$ cat src/pkg/asm_pkg.sv
// package: offsets, field layout, reset values and codes of the switch matrix control
package asm_pkg;

   // ------------------------------------------------------------
   // register byte offsets
   // ------------------------------------------------------------
   localparam logic [15:0] OFS_GRP = 16'h200C;
   localparam logic [15:0] OFS_IND_D = 16'h2150;
   localparam logic [15:0] OFS_IND_N = 16'h2154;
   localparam logic [15:0] OFS_IND_P = 16'h2158;
   localparam logic [15:0] OFS_IND_T = 16'h215C;
   localparam logic [15:0] OFS_STA_D = 16'h21B0;
   localparam logic [15:0] OFS_STA_P = 16'h21B4;
   localparam logic [15:0] OFS_STA_N = 16'h21B8;
   localparam logic [15:0] OFS_STA_T = 16'h21BC;

   // ------------------------------------------------------------
   // reset values and writable masks
   // ------------------------------------------------------------
   localparam logic [31:0] GRP_RST = 32'h0000FFFF;
   localparam logic [31:0] GRP_MASK = 32'h0007FFFF;
   localparam logic [31:0] IND_RST = 32'h00000000;
   localparam int SW_W = 16;

   // ------------------------------------------------------------
   // grouped config field positions
   // ------------------------------------------------------------
   localparam int D_LSB = 0;
   localparam int P_LSB = 4;
   localparam int N_LSB = 8;
   localparam int T_LSB = 12;
   localparam int SRC_BIT = 16;
   localparam int T9_BIT = 17;
   localparam int T10_BIT = 18;

   // ------------------------------------------------------------
   // switch positions inside each 16-bit set
   // ------------------------------------------------------------
   localparam int CAL_D = 0;
   localparam int CAL_T = 0;
   localparam int CAL_P = 1;
   localparam int CAL_N = 10;
   localparam int LDO_PA = 0;
   localparam int LDO_PB = 14;
   localparam int LDO_NA = 0;
   localparam int LDO_NB = 11;
   localparam int T_EXT_A = 9;
   localparam int T_EXT_B = 10;

   // ------------------------------------------------------------
   // group codes and bus answers
   // ------------------------------------------------------------
   localparam logic [3:0] CODE_CAL = 4'h8;
   localparam logic [3:0] CODE_ALL = 4'h9;
   localparam logic [3:0] CODE_OPEN = 4'hF;
   localparam logic [3:0] CODE_NEG_TIE_B = 4'hB;
   localparam logic [1:0] RESP_OKAY = 2'h0;
   localparam logic [1:0] RESP_SLVERR = 2'h2;

   typedef enum logic [3:0] {
      R_GRP, R_IND_D, R_IND_N, R_IND_P, R_IND_T,
      R_STA_D, R_STA_P, R_STA_N, R_STA_T, R_NONE
   } asm_reg_e;

endpackage

$ cat src/pkg/asm_sw_if.sv
// interface: configuration and applied switch state between matrix modules
interface asm_sw_if;
   import asm_pkg::*;
   logic [31:0] grp;
   logic [SW_W-1:0] ind_d, ind_p, ind_n, ind_t;
   logic [SW_W-1:0] dec_d, dec_p, dec_n, dec_t;
   logic [SW_W-1:0] sw_d, sw_p, sw_n, sw_t;
   logic exc_cal_a, pos_cal_a, neg_cal_b, tia_cal_b;

   modport dec (input grp, output dec_d, dec_p, dec_n, dec_t);
   modport app (input grp, ind_d, ind_p, ind_n, ind_t, dec_d, dec_p, dec_n, dec_t,
                output sw_d, sw_p, sw_n, sw_t, exc_cal_a, pos_cal_a, neg_cal_b, tia_cal_b);
endinterface

$ cat src/asm_matrix_top.sv
// switch matrix control: AXI4-Lite register bank, applied switch state and checks
//
// Overview of operation
// - every switch is open after reset until software connects one
// - grouped config fields drive each switch set as a group
// - four individual config words can open or close each switch alone
// - individual words change nothing while the source bit is clear
// - read-only status words report every switch open or closed
// - closed exc output cal switch joins excitation output to cal pin a
// - closed pos node cal switch joins excitation node to cal pin a
// - closed neg node cal switch joins tia input to cal pin b
// - closed tia cal switch joins tia input to cal pin b
// - individual config words are read-write at consecutive offsets
// - status words read-only, order exc, pos, neg, tia
// - grouped config bit 16 selects individual (1) or grouped (0) control
// - tia field: 1-7 one switch, 8 cal, 9 all, others open
// - grouped bits 17 and 18 directly close the two extra tia switches
//
// The AXI4-Lite interface to the registers was chosen for this implementation.
module asm_matrix_top #(
   parameter int ADDR_W = 16
) (
   input wire logic ref_clk,
   input wire logic reset_n,
   input wire logic [ADDR_W-1:0] s_axi_awaddr,
   input wire logic s_axi_awvalid,
   output logic s_axi_awready,
   input wire logic [31:0] s_axi_wdata,
   input wire logic [3:0] s_axi_wstrb,
   input wire logic s_axi_wvalid,
   output logic s_axi_wready,
   output logic [1:0] s_axi_bresp,
   output logic s_axi_bvalid,
   input wire logic s_axi_bready,
   input wire logic [ADDR_W-1:0] s_axi_araddr,
   input wire logic s_axi_arvalid,
   output logic s_axi_arready,
   output logic [31:0] s_axi_rdata,
   output logic [1:0] s_axi_rresp,
   output logic s_axi_rvalid,
   input wire logic s_axi_rready,
   output logic [asm_pkg::SW_W-1:0] exc_out_sw,
   output logic [asm_pkg::SW_W-1:0] pos_node_sw,
   output logic [asm_pkg::SW_W-1:0] neg_node_sw,
   output logic [asm_pkg::SW_W-1:0] tia_input_sw,
   output logic exc_out_to_cal_pin_a,
   output logic pos_node_to_cal_pin_a,
   output logic tia_in_to_cal_pin_b_neg,
   output logic tia_in_to_cal_pin_b
);
   import asm_pkg::*;

   // ------------------------------------------------------------
   // declarations
   // ------------------------------------------------------------
   asm_sw_if sw ();

   logic [31:0] grp_r, grp_nxt;
   logic [SW_W-1:0] ind_d_r, ind_p_r, ind_n_r, ind_t_r;
   logic [SW_W-1:0] ind_d_nxt, ind_p_nxt, ind_n_nxt, ind_t_nxt;
   logic [ADDR_W-1:0] awaddr_r, awaddr_nxt;
   logic [31:0] wdata_r, wdata_nxt;
   logic [3:0] wstrb_r, wstrb_nxt;
   logic aw_hold_r, aw_hold_nxt, w_hold_r, w_hold_nxt;
   logic awready_r, awready_nxt, wready_r, wready_nxt;
   logic bvalid_r, bvalid_nxt, arready_r, arready_nxt, rvalid_r, rvalid_nxt;
   logic [1:0] bresp_r, bresp_nxt, rresp_r, rresp_nxt;
   logic [31:0] rdata_r, rdata_nxt;
   logic commit;
   asm_reg_e wsel, rsel;

   // ------------------------------------------------------------
   // address decode
   // ------------------------------------------------------------
   // maps a byte address to a register, unmapped or unaligned gives R_NONE
   function automatic asm_reg_e f_sel(input logic [ADDR_W-1:0] a);
      logic [15:0] o;
      o = 16'(a);
      if (ADDR_W > 16 && (a >> 16) != '0) begin
         return R_NONE;
      end
      unique case (o)
         OFS_GRP: return R_GRP;
         OFS_IND_D: return R_IND_D;
         OFS_IND_N: return R_IND_N;
         OFS_IND_P: return R_IND_P;
         OFS_IND_T: return R_IND_T;
         OFS_STA_D: return R_STA_D;
         OFS_STA_P: return R_STA_P;
         OFS_STA_N: return R_STA_N;
         OFS_STA_T: return R_STA_T;
         default: return R_NONE;
      endcase
   endfunction

   // byte-lane merge of a write into an old word
   function automatic logic [31:0] f_merge(input logic [31:0] old,
                                           input logic [31:0] d,
                                           input logic [3:0] s);
      logic [31:0] v;
      v = old;
      for (int i = 0; i < 4; i++) begin
         if (s[i]) begin
            v[8*i+:8] = d[8*i+:8];
         end
      end
      return v;
   endfunction

   assign wsel = f_sel(awaddr_r);
   assign rsel = f_sel(s_axi_araddr);
   assign commit = aw_hold_r && w_hold_r && !bvalid_r;

   // ------------------------------------------------------------
   // write channel and register file
   // ------------------------------------------------------------
   // address and data are taken in either order, the write lands once both are held
   always_comb begin
      awaddr_nxt = awaddr_r;
      wdata_nxt = wdata_r;
      wstrb_nxt = wstrb_r;
      aw_hold_nxt = aw_hold_r;
      w_hold_nxt = w_hold_r;
      bvalid_nxt = bvalid_r;
      bresp_nxt = bresp_r;
      grp_nxt = grp_r;
      ind_d_nxt = ind_d_r;
      ind_p_nxt = ind_p_r;
      ind_n_nxt = ind_n_r;
      ind_t_nxt = ind_t_r;
      if (s_axi_awvalid && awready_r) begin
         awaddr_nxt = s_axi_awaddr;
         aw_hold_nxt = 1'b1;
      end
      if (s_axi_wvalid && wready_r) begin
         wdata_nxt = s_axi_wdata;
         wstrb_nxt = s_axi_wstrb;
         w_hold_nxt = 1'b1;
      end
      if (bvalid_r && s_axi_bready) begin
         bvalid_nxt = 1'b0;
      end
      if (commit) begin
         aw_hold_nxt = 1'b0;
         w_hold_nxt = 1'b0;
         bvalid_nxt = 1'b1;
         bresp_nxt = RESP_OKAY;
         unique case (wsel)
            R_GRP: grp_nxt = f_merge(grp_r, wdata_r, wstrb_r) & GRP_MASK;
            R_IND_D: ind_d_nxt = SW_W'(f_merge(32'(ind_d_r), wdata_r, wstrb_r));
            R_IND_N: ind_n_nxt = SW_W'(f_merge(32'(ind_n_r), wdata_r, wstrb_r));
            R_IND_P: ind_p_nxt = SW_W'(f_merge(32'(ind_p_r), wdata_r, wstrb_r));
            R_IND_T: ind_t_nxt = SW_W'(f_merge(32'(ind_t_r), wdata_r, wstrb_r));
            R_STA_D, R_STA_P, R_STA_N, R_STA_T: bresp_nxt = RESP_OKAY;
            default: bresp_nxt = RESP_SLVERR;
         endcase
      end
      awready_nxt = !aw_hold_nxt && !bvalid_nxt;
      wready_nxt = !w_hold_nxt && !bvalid_nxt;
   end

   // write-side flip-flops
   always_ff @(posedge ref_clk or negedge reset_n) begin
      if (!reset_n) begin
         awaddr_r <= '0;
         wdata_r <= '0;
         wstrb_r <= '0;
         aw_hold_r <= 1'b0;
         w_hold_r <= 1'b0;
         awready_r <= 1'b0;
         wready_r <= 1'b0;
         bvalid_r <= 1'b0;
         bresp_r <= RESP_OKAY;
         grp_r <= GRP_RST;
         ind_d_r <= SW_W'(IND_RST);
         ind_p_r <= SW_W'(IND_RST);
         ind_n_r <= SW_W'(IND_RST);
         ind_t_r <= SW_W'(IND_RST);
      end else begin
         awaddr_r <= awaddr_nxt;
         wdata_r <= wdata_nxt;
         wstrb_r <= wstrb_nxt;
         aw_hold_r <= aw_hold_nxt;
         w_hold_r <= w_hold_nxt;
         awready_r <= awready_nxt;
         wready_r <= wready_nxt;
         bvalid_r <= bvalid_nxt;
         bresp_r <= bresp_nxt;
         grp_r <= grp_nxt;
         ind_d_r <= ind_d_nxt;
         ind_p_r <= ind_p_nxt;
         ind_n_r <= ind_n_nxt;
         ind_t_r <= ind_t_nxt;
      end
   end

   // ------------------------------------------------------------
   // read channel
   // ------------------------------------------------------------
   // one read at a time, answer one cycle after the address is taken
   always_comb begin
      rvalid_nxt = rvalid_r;
      rdata_nxt = rdata_r;
      rresp_nxt = rresp_r;
      if (rvalid_r && s_axi_rready) begin
         rvalid_nxt = 1'b0;
      end
      if (s_axi_arvalid && arready_r) begin
         rvalid_nxt = 1'b1;
         rresp_nxt = RESP_OKAY;
         unique case (rsel)
            R_GRP: rdata_nxt = grp_r;
            R_IND_D: rdata_nxt = 32'(ind_d_r);
            R_IND_N: rdata_nxt = 32'(ind_n_r);
            R_IND_P: rdata_nxt = 32'(ind_p_r);
            R_IND_T: rdata_nxt = 32'(ind_t_r);
            R_STA_D: rdata_nxt = 32'(sw.sw_d);
            R_STA_P: rdata_nxt = 32'(sw.sw_p);
            R_STA_N: rdata_nxt = 32'(sw.sw_n);
            R_STA_T: rdata_nxt = 32'(sw.sw_t);
            default: begin
               rdata_nxt = '0;
               rresp_nxt = RESP_SLVERR;
            end
         endcase
      end
      arready_nxt = !rvalid_nxt;
   end

   // read-side flip-flops
   always_ff @(posedge ref_clk or negedge reset_n) begin
      if (!reset_n) begin
         arready_r <= 1'b0;
         rvalid_r <= 1'b0;
         rdata_r <= '0;
         rresp_r <= RESP_OKAY;
      end else begin
         arready_r <= arready_nxt;
         rvalid_r <= rvalid_nxt;
         rdata_r <= rdata_nxt;
         rresp_r <= rresp_nxt;
      end
   end

   // ------------------------------------------------------------
   // switch decode and applied state
   // ------------------------------------------------------------
   assign sw.grp = grp_r;
   assign sw.ind_d = ind_d_r;
   assign sw.ind_p = ind_p_r;
   assign sw.ind_n = ind_n_r;
   assign sw.ind_t = ind_t_r;

   asm_group_decode u_dec (
      .sw(sw.dec)
   );

   asm_switch_state u_state (
      .ref_clk(ref_clk),
      .reset_n(reset_n),
      .sw(sw.app)
   );

   // ------------------------------------------------------------
   // outputs
   // ------------------------------------------------------------
   assign s_axi_awready = awready_r;
   assign s_axi_wready = wready_r;
   assign s_axi_bvalid = bvalid_r;
   assign s_axi_bresp = bresp_r;
   assign s_axi_arready = arready_r;
   assign s_axi_rvalid = rvalid_r;
   assign s_axi_rdata = rdata_r;
   assign s_axi_rresp = rresp_r;
   assign exc_out_sw = sw.sw_d;
   assign pos_node_sw = sw.sw_p;
   assign neg_node_sw = sw.sw_n;
   assign tia_input_sw = sw.sw_t;
   assign exc_out_to_cal_pin_a = sw.exc_cal_a;
   assign pos_node_to_cal_pin_a = sw.pos_cal_a;
   assign tia_in_to_cal_pin_b_neg = sw.neg_cal_b;
   assign tia_in_to_cal_pin_b = sw.tia_cal_b;
endmodule

$ cat src/asm_group_decode.sv
// group decoder: turns grouped config fields into switch sets
module asm_group_decode (
   asm_sw_if.dec sw
);
   import asm_pkg::*;

   // ------------------------------------------------------------
   // decode functions
   // ------------------------------------------------------------
   // exc output and tia sets: 1..7 one switch, 8 cal, 9 all, rest open
   function automatic logic [SW_W-1:0] f_dt(input logic [3:0] code);
      logic [SW_W-1:0] v;
      v = '0;
      if (code >= 4'h1 && code <= 4'h7) begin
         v[code] = 1'b1;
      end else if (code == CODE_CAL) begin
         v[CAL_T] = 1'b1;
      end else if (code == CODE_ALL) begin
         v[7:0] = 8'hFF;
      end
      return v;
   endfunction

   // pos and neg sets: code picks one switch, open code opens all
   function automatic logic [SW_W-1:0] f_pn(input logic [3:0] code, input logic neg);
      logic [SW_W-1:0] v;
      v = '0;
      if (code != CODE_OPEN) begin
         if (neg && code >= CODE_NEG_TIE_B) begin
            v[LDO_NB] = 1'b1;
         end else begin
            v[code] = 1'b1;
         end
      end
      return v;
   endfunction

   // ------------------------------------------------------------
   // group outputs
   // ------------------------------------------------------------
   always_comb begin
      sw.dec_d = f_dt(sw.grp[D_LSB+:4]);
      sw.dec_p = f_pn(sw.grp[P_LSB+:4], 1'b0);
      sw.dec_n = f_pn(sw.grp[N_LSB+:4], 1'b1);
      sw.dec_t = f_dt(sw.grp[T_LSB+:4]);
      sw.dec_t[T_EXT_A] = sw.grp[T9_BIT];
      sw.dec_t[T_EXT_B] = sw.grp[T10_BIT];
   end
endmodule

$ cat src/asm_switch_state.sv
// applied switch state: source select and the switch flip-flops
module asm_switch_state (
   input wire logic ref_clk,
   input wire logic reset_n,
   asm_sw_if.app sw
);
   import asm_pkg::*;

   logic [SW_W-1:0] d_nxt, p_nxt, n_nxt, t_nxt;
   logic [SW_W-1:0] d_r, p_r, n_r, t_r;
   logic [3:0] link_nxt, link_r;

   // ------------------------------------------------------------
   // source select
   // ------------------------------------------------------------
   // individual words only act while the source bit is set
   always_comb begin
      if (sw.grp[SRC_BIT]) begin
         d_nxt = sw.ind_d;
         p_nxt = sw.ind_p;
         n_nxt = sw.ind_n;
         t_nxt = sw.ind_t;
      end else begin
         d_nxt = sw.dec_d;
         p_nxt = sw.dec_p;
         n_nxt = sw.dec_n;
         t_nxt = sw.dec_t;
      end
      link_nxt = {t_nxt[CAL_T], n_nxt[CAL_N], p_nxt[CAL_P], d_nxt[CAL_D]};
   end

   // all switches open from reset
   always_ff @(posedge ref_clk or negedge reset_n) begin
      if (!reset_n) begin
         d_r <= '0;
         p_r <= '0;
         n_r <= '0;
         t_r <= '0;
         link_r <= '0;
      end else begin
         d_r <= d_nxt;
         p_r <= p_nxt;
         n_r <= n_nxt;
         t_r <= t_nxt;
         link_r <= link_nxt;
      end
   end

   // ------------------------------------------------------------
   // outputs
   // ------------------------------------------------------------
   assign sw.sw_d = d_r;
   assign sw.sw_p = p_r;
   assign sw.sw_n = n_r;
   assign sw.sw_t = t_r;
   assign sw.exc_cal_a = link_r[0];
   assign sw.pos_cal_a = link_r[1];
   assign sw.neg_cal_b = link_r[2];
   assign sw.tia_cal_b = link_r[3];
endmodule

$ cat config.mk
export PLATFORM = sky130hd
export DESIGN_NAME = asm_matrix_top
export DESIGN_NICKNAME = d
export VERILOG_FILES = /design/src/pkg/asm_pkg.sv /design/src/pkg/asm_sw_if.sv /design/src/asm_matrix_top.sv /design/src/asm_group_decode.sv /design/src/asm_switch_state.sv
export SDC_FILE = /design/constraint.sdc
export NUM_CORES = 1
export LEC_CHECK = 0
export ABC_AREA = 1
export BUFFER_PORTS_ARGS = -buffer_cell sky130_fd_sc_hd__buf_2
export CORE_MARGIN = 2
export CORE_UTILIZATION = 55
export CTS_BUF_LIST = sky130_fd_sc_hd__clkbuf_4
export DETAILED_ROUTE_END_ITERATION = 10
export GPL_ROUTABILITY_DRIVEN = 0
export PLACE_DENSITY = 0.77
export SLEW_MARGIN = 10
export SYNTH_ARGS = -nofsm -noshare
export SYNTH_HDL_FRONTEND = slang
export SYNTH_SLANG_ARGS = --single-unit
$ cat constraint.sdc
create_clock -name ref_clk -period 2.27 [get_ports ref_clk]
set_clock_uncertainty 0.2 [all_clocks]
set_input_delay 0.454 -clock ref_clk [delete_from_list [all_inputs] [get_ports ref_clk]]
set_output_delay 0.454 -clock ref_clk [all_outputs]
set_load 0.005 [all_outputs]
==> run metrics <==
run status=finished, final reports clean; pin count of the biggest net entering global routing=60; Post-Synth XOR/XNOR Area=0%; clock root buffer=clkbuf_4; Die X=138 µm; worst slew pin tran=0.635 ns; Post-CTS Resized=0; Sequential cell area=0.00535 mm²; #FFs+latches synth=213; startpoint types=flop; FP Rows=49; total die area=0.0191 mm²; synth top area cells=dfrtp_1 50%, nand2_1 13%, nand3_1 9.5%, o21ai_0 5.4%, dfstp_2 4.2%; CTS clk-pin slew, worst paths=0.07 ns; RSZ-0062 raised after global routing=false; worst hold stages=5; power per cell area=742 mW/mm²; area grow syn2layout=22.6%; cell taking the most area after synthesis=dfrtp_1; Syn. warnings=0; Post-DRT Antenna Nets=0; synth unique cells=32; DRC=0; TritonRoute pass-1 iters=9; gr ovfl total=0; TritonCTS buffer count=55; Final Critical Period=1.97 ns; 1st-iter DRT viols=1034; vias per cell=5.46; FF-to-FF path depth=5; post-synthesis sequential area ratio=53.9%; hpwl dp=19100 µm; Avg Inst Size Synth=8.21 µm²; starting density of the core=55.7%; top cell type's share of synthesized area=49.6%; global-route wire length before repair=45100 µm; crit end category=flop; Max-cap violations=0; Fin. Hold Viols=0; Final Slew Violations=0; Cell Area, Synth=0.00993 mm²; synthesized netlist cell count=1210; Crit Reg-Reg Startpoint=s_axi_bvalid; Final Cycle Share=86.8%; Worst Hold Path EP=s_axi_rdata[14]; HP Start=s_axi_arvalid; Fillers=1471; Crit Path Max Fanout=16; VDD IR max=630 µV; main combinational cell family by area after synthesis=simple AND/OR/NAND/NOR gates; Worst Path Required=2.63 ns; area occupied by multi-input gates=0.00385 mm²; clk sink count=213; Leak Pwr=6.43 nW; mux contribution to synthesized area=0%; WP data arrival=2.33 ns; fraction of layout cells with a size suffix above 1=21.7%; Placed Area=0.0110 mm²; final non-filler cell area=0.0122 mm²; CTS Buffer Depth=3; io pins=184; simple-gate area share of the yosys netlist=29.7%; TNS Setup=0 ns; vias in the first global route=8935; final setup violation count=0; # H-tree levels=2; WL per Instance=16.1 µm; vias=9363; final net count=1519; Total Routing Usage GR=29.0%; initial antenna violation count=1; Post-Synth Adder-Cell Area=0%; clk_lat worst skew=0.69 ns; flop-to-flop setup slack=0.30 ns; count of input and output buffers=154; worst reg2reg path endpoint=grp_r[10]; Slew HR=57.6%; WS Path Type=reg -> reg; core area=0.0178 mm²; Compound-Gate Fraction of Synth Area=8.42%; f_max=508 MHz; Routed WL=27600 µm; HP Class=in -> reg; CTS tree=done; Die Y=138 µm
cells by family (layout without fill, tap and decap cells):
logic type,Yosys count,after routing
AO/OA/AOI/OAI,164,164
other,1,16
buffers and inverters,161,422
AND/OR/NAND/NOR,671,671
flip-flops,213,213
flip-flops by register name, summed over array words and instances (netlist names), 3 cells and up:
signal / cells
ind_n_r: 16
ind_t_r: 16
wstrb_r: 3
ind_p_r: 16
awaddr_r: 16
u_state.sw.sw_p: 16
u_state.sw.sw_t: 16
s_axi_rdata: 19
grp_r: 19
u_state.sw.sw_n: 16
u_state.sw.sw_d: 16
wdata_r: 19
ind_d_r: 16
routing by layer:
metal | wire length [µm] | GRT usage [%]
met5 | 0 | 0
met4 | 896 | 11.2
met3 | 2770 | 5.89
met2 | 12500 | 45.3
met1 | 11500 | 40.4
metrics by stage:
step / power, W / worst slack, ns / cells / utilization, % / hold WS (ns)
3_3_place_gp: 0.00556 / 0.224 / 1564 / 61.4 / 0.246
2_1_floorplan: 0.00516 / 0.543 / 1224 / - / -0.0416
3_5_place_dp: 0.00564 / 0.158 / 1564 / 61.4 / 0.261
6_report: 0.00904 / 0.300 / 1715 / 68.2 / 0.0658
5_1_grt: 0.00955 / 0.136 / 1715 / 68.2 / 0.0474
4_1_cts: 0.00908 / 0.315 / 1714 / 68.2 / 0.00386
synth_stat cells (all sizes together):
master  instances
a21oi          13
nor3            2
dfstp          16
clkbuf         14
or2             2
dfrtp         197
nand2         361
clkinv          1
o21ai         144
conb            1
buf            60
inv            86
nand3b          1
a31oi           2
o31ai           4
nor2          100
nand4           7
nor4            1
nand3         197
o211ai          1
how the worst max path moves through the flow:
stage,start,endpoint,depth (start not counted)
2_1_floorplan,s_axi_araddr[15],s_axi_rdata[13],8
4_1_cts,awaddr_r[15],ind_n_r[14],6
3_3_place_gp,s_axi_araddr[15],s_axi_rdata[4],11
3_5_place_dp,s_axi_araddr[1],s_axi_rdata[2],10
6_report,s_axi_bvalid,grp_r[10],5
5_1_grt,s_axi_bvalid,grp_r[10],5
layout by cell type (no fill, tap or decap), types with 2 or more instances in the layout:
cell type and n:
nand2_1 357, dfrtp_1 197, nand3_1 189, buf_2 153, o21ai_0 107, clkbuf_4 87
inv_1 85, nor2_1 84, dlygate4sd3_1 52, o21ai_1 37, buf_4 21, dfstp_2 16
conb_1 15, a21oi_1 13, clkinv_1 10, buf_12 10, nor2_4 8, nor2_2 8
nand4_1 7, nand3_2 6, o31ai_1 4, nand2_2 4, a31oi_1 2, nand3_4 2
worst max-delay path, cell delays in order (launching register included):
cell and delay (ns):
dfrtp_1 0.39, inv_1 0.10, nand3_2 0.17, nor2_2 0.31, nand2_1 0.38, o21ai_0 0.32
what timing repair did:
| item | 4_1_cts | 5_1_grt |
|---|---|---|
| buffers inserted | 0 | 0 |
| hold buffers | 52 | 0 |
| setup endpoints to repair | 0 | 0 |
| hold endpoints to repair | 208 | 0 |
where the power goes:
group,total [W],switching (W),internal [W]
sequential,0.00437,0.000182,0.00418
clock,0.00324,0.00151,0.00173
combinational,0.00143,0.000923,0.000511
total,0.00904,0.00262,0.00642
layout make-up:
cell class | instances | area share (%)
flip-flops and latches | 213 | 43.9
multi-input cells | 850 | 31.6
repair buffers | 237 | 13.6
clock buffers | 87 | 5.36
inverters | 87 | 2.68
well taps | 229 | 2.35
clock inverters | 11 | 0.391
diodes | 1 | 0.0206
(Power assumes the default switching activity.)
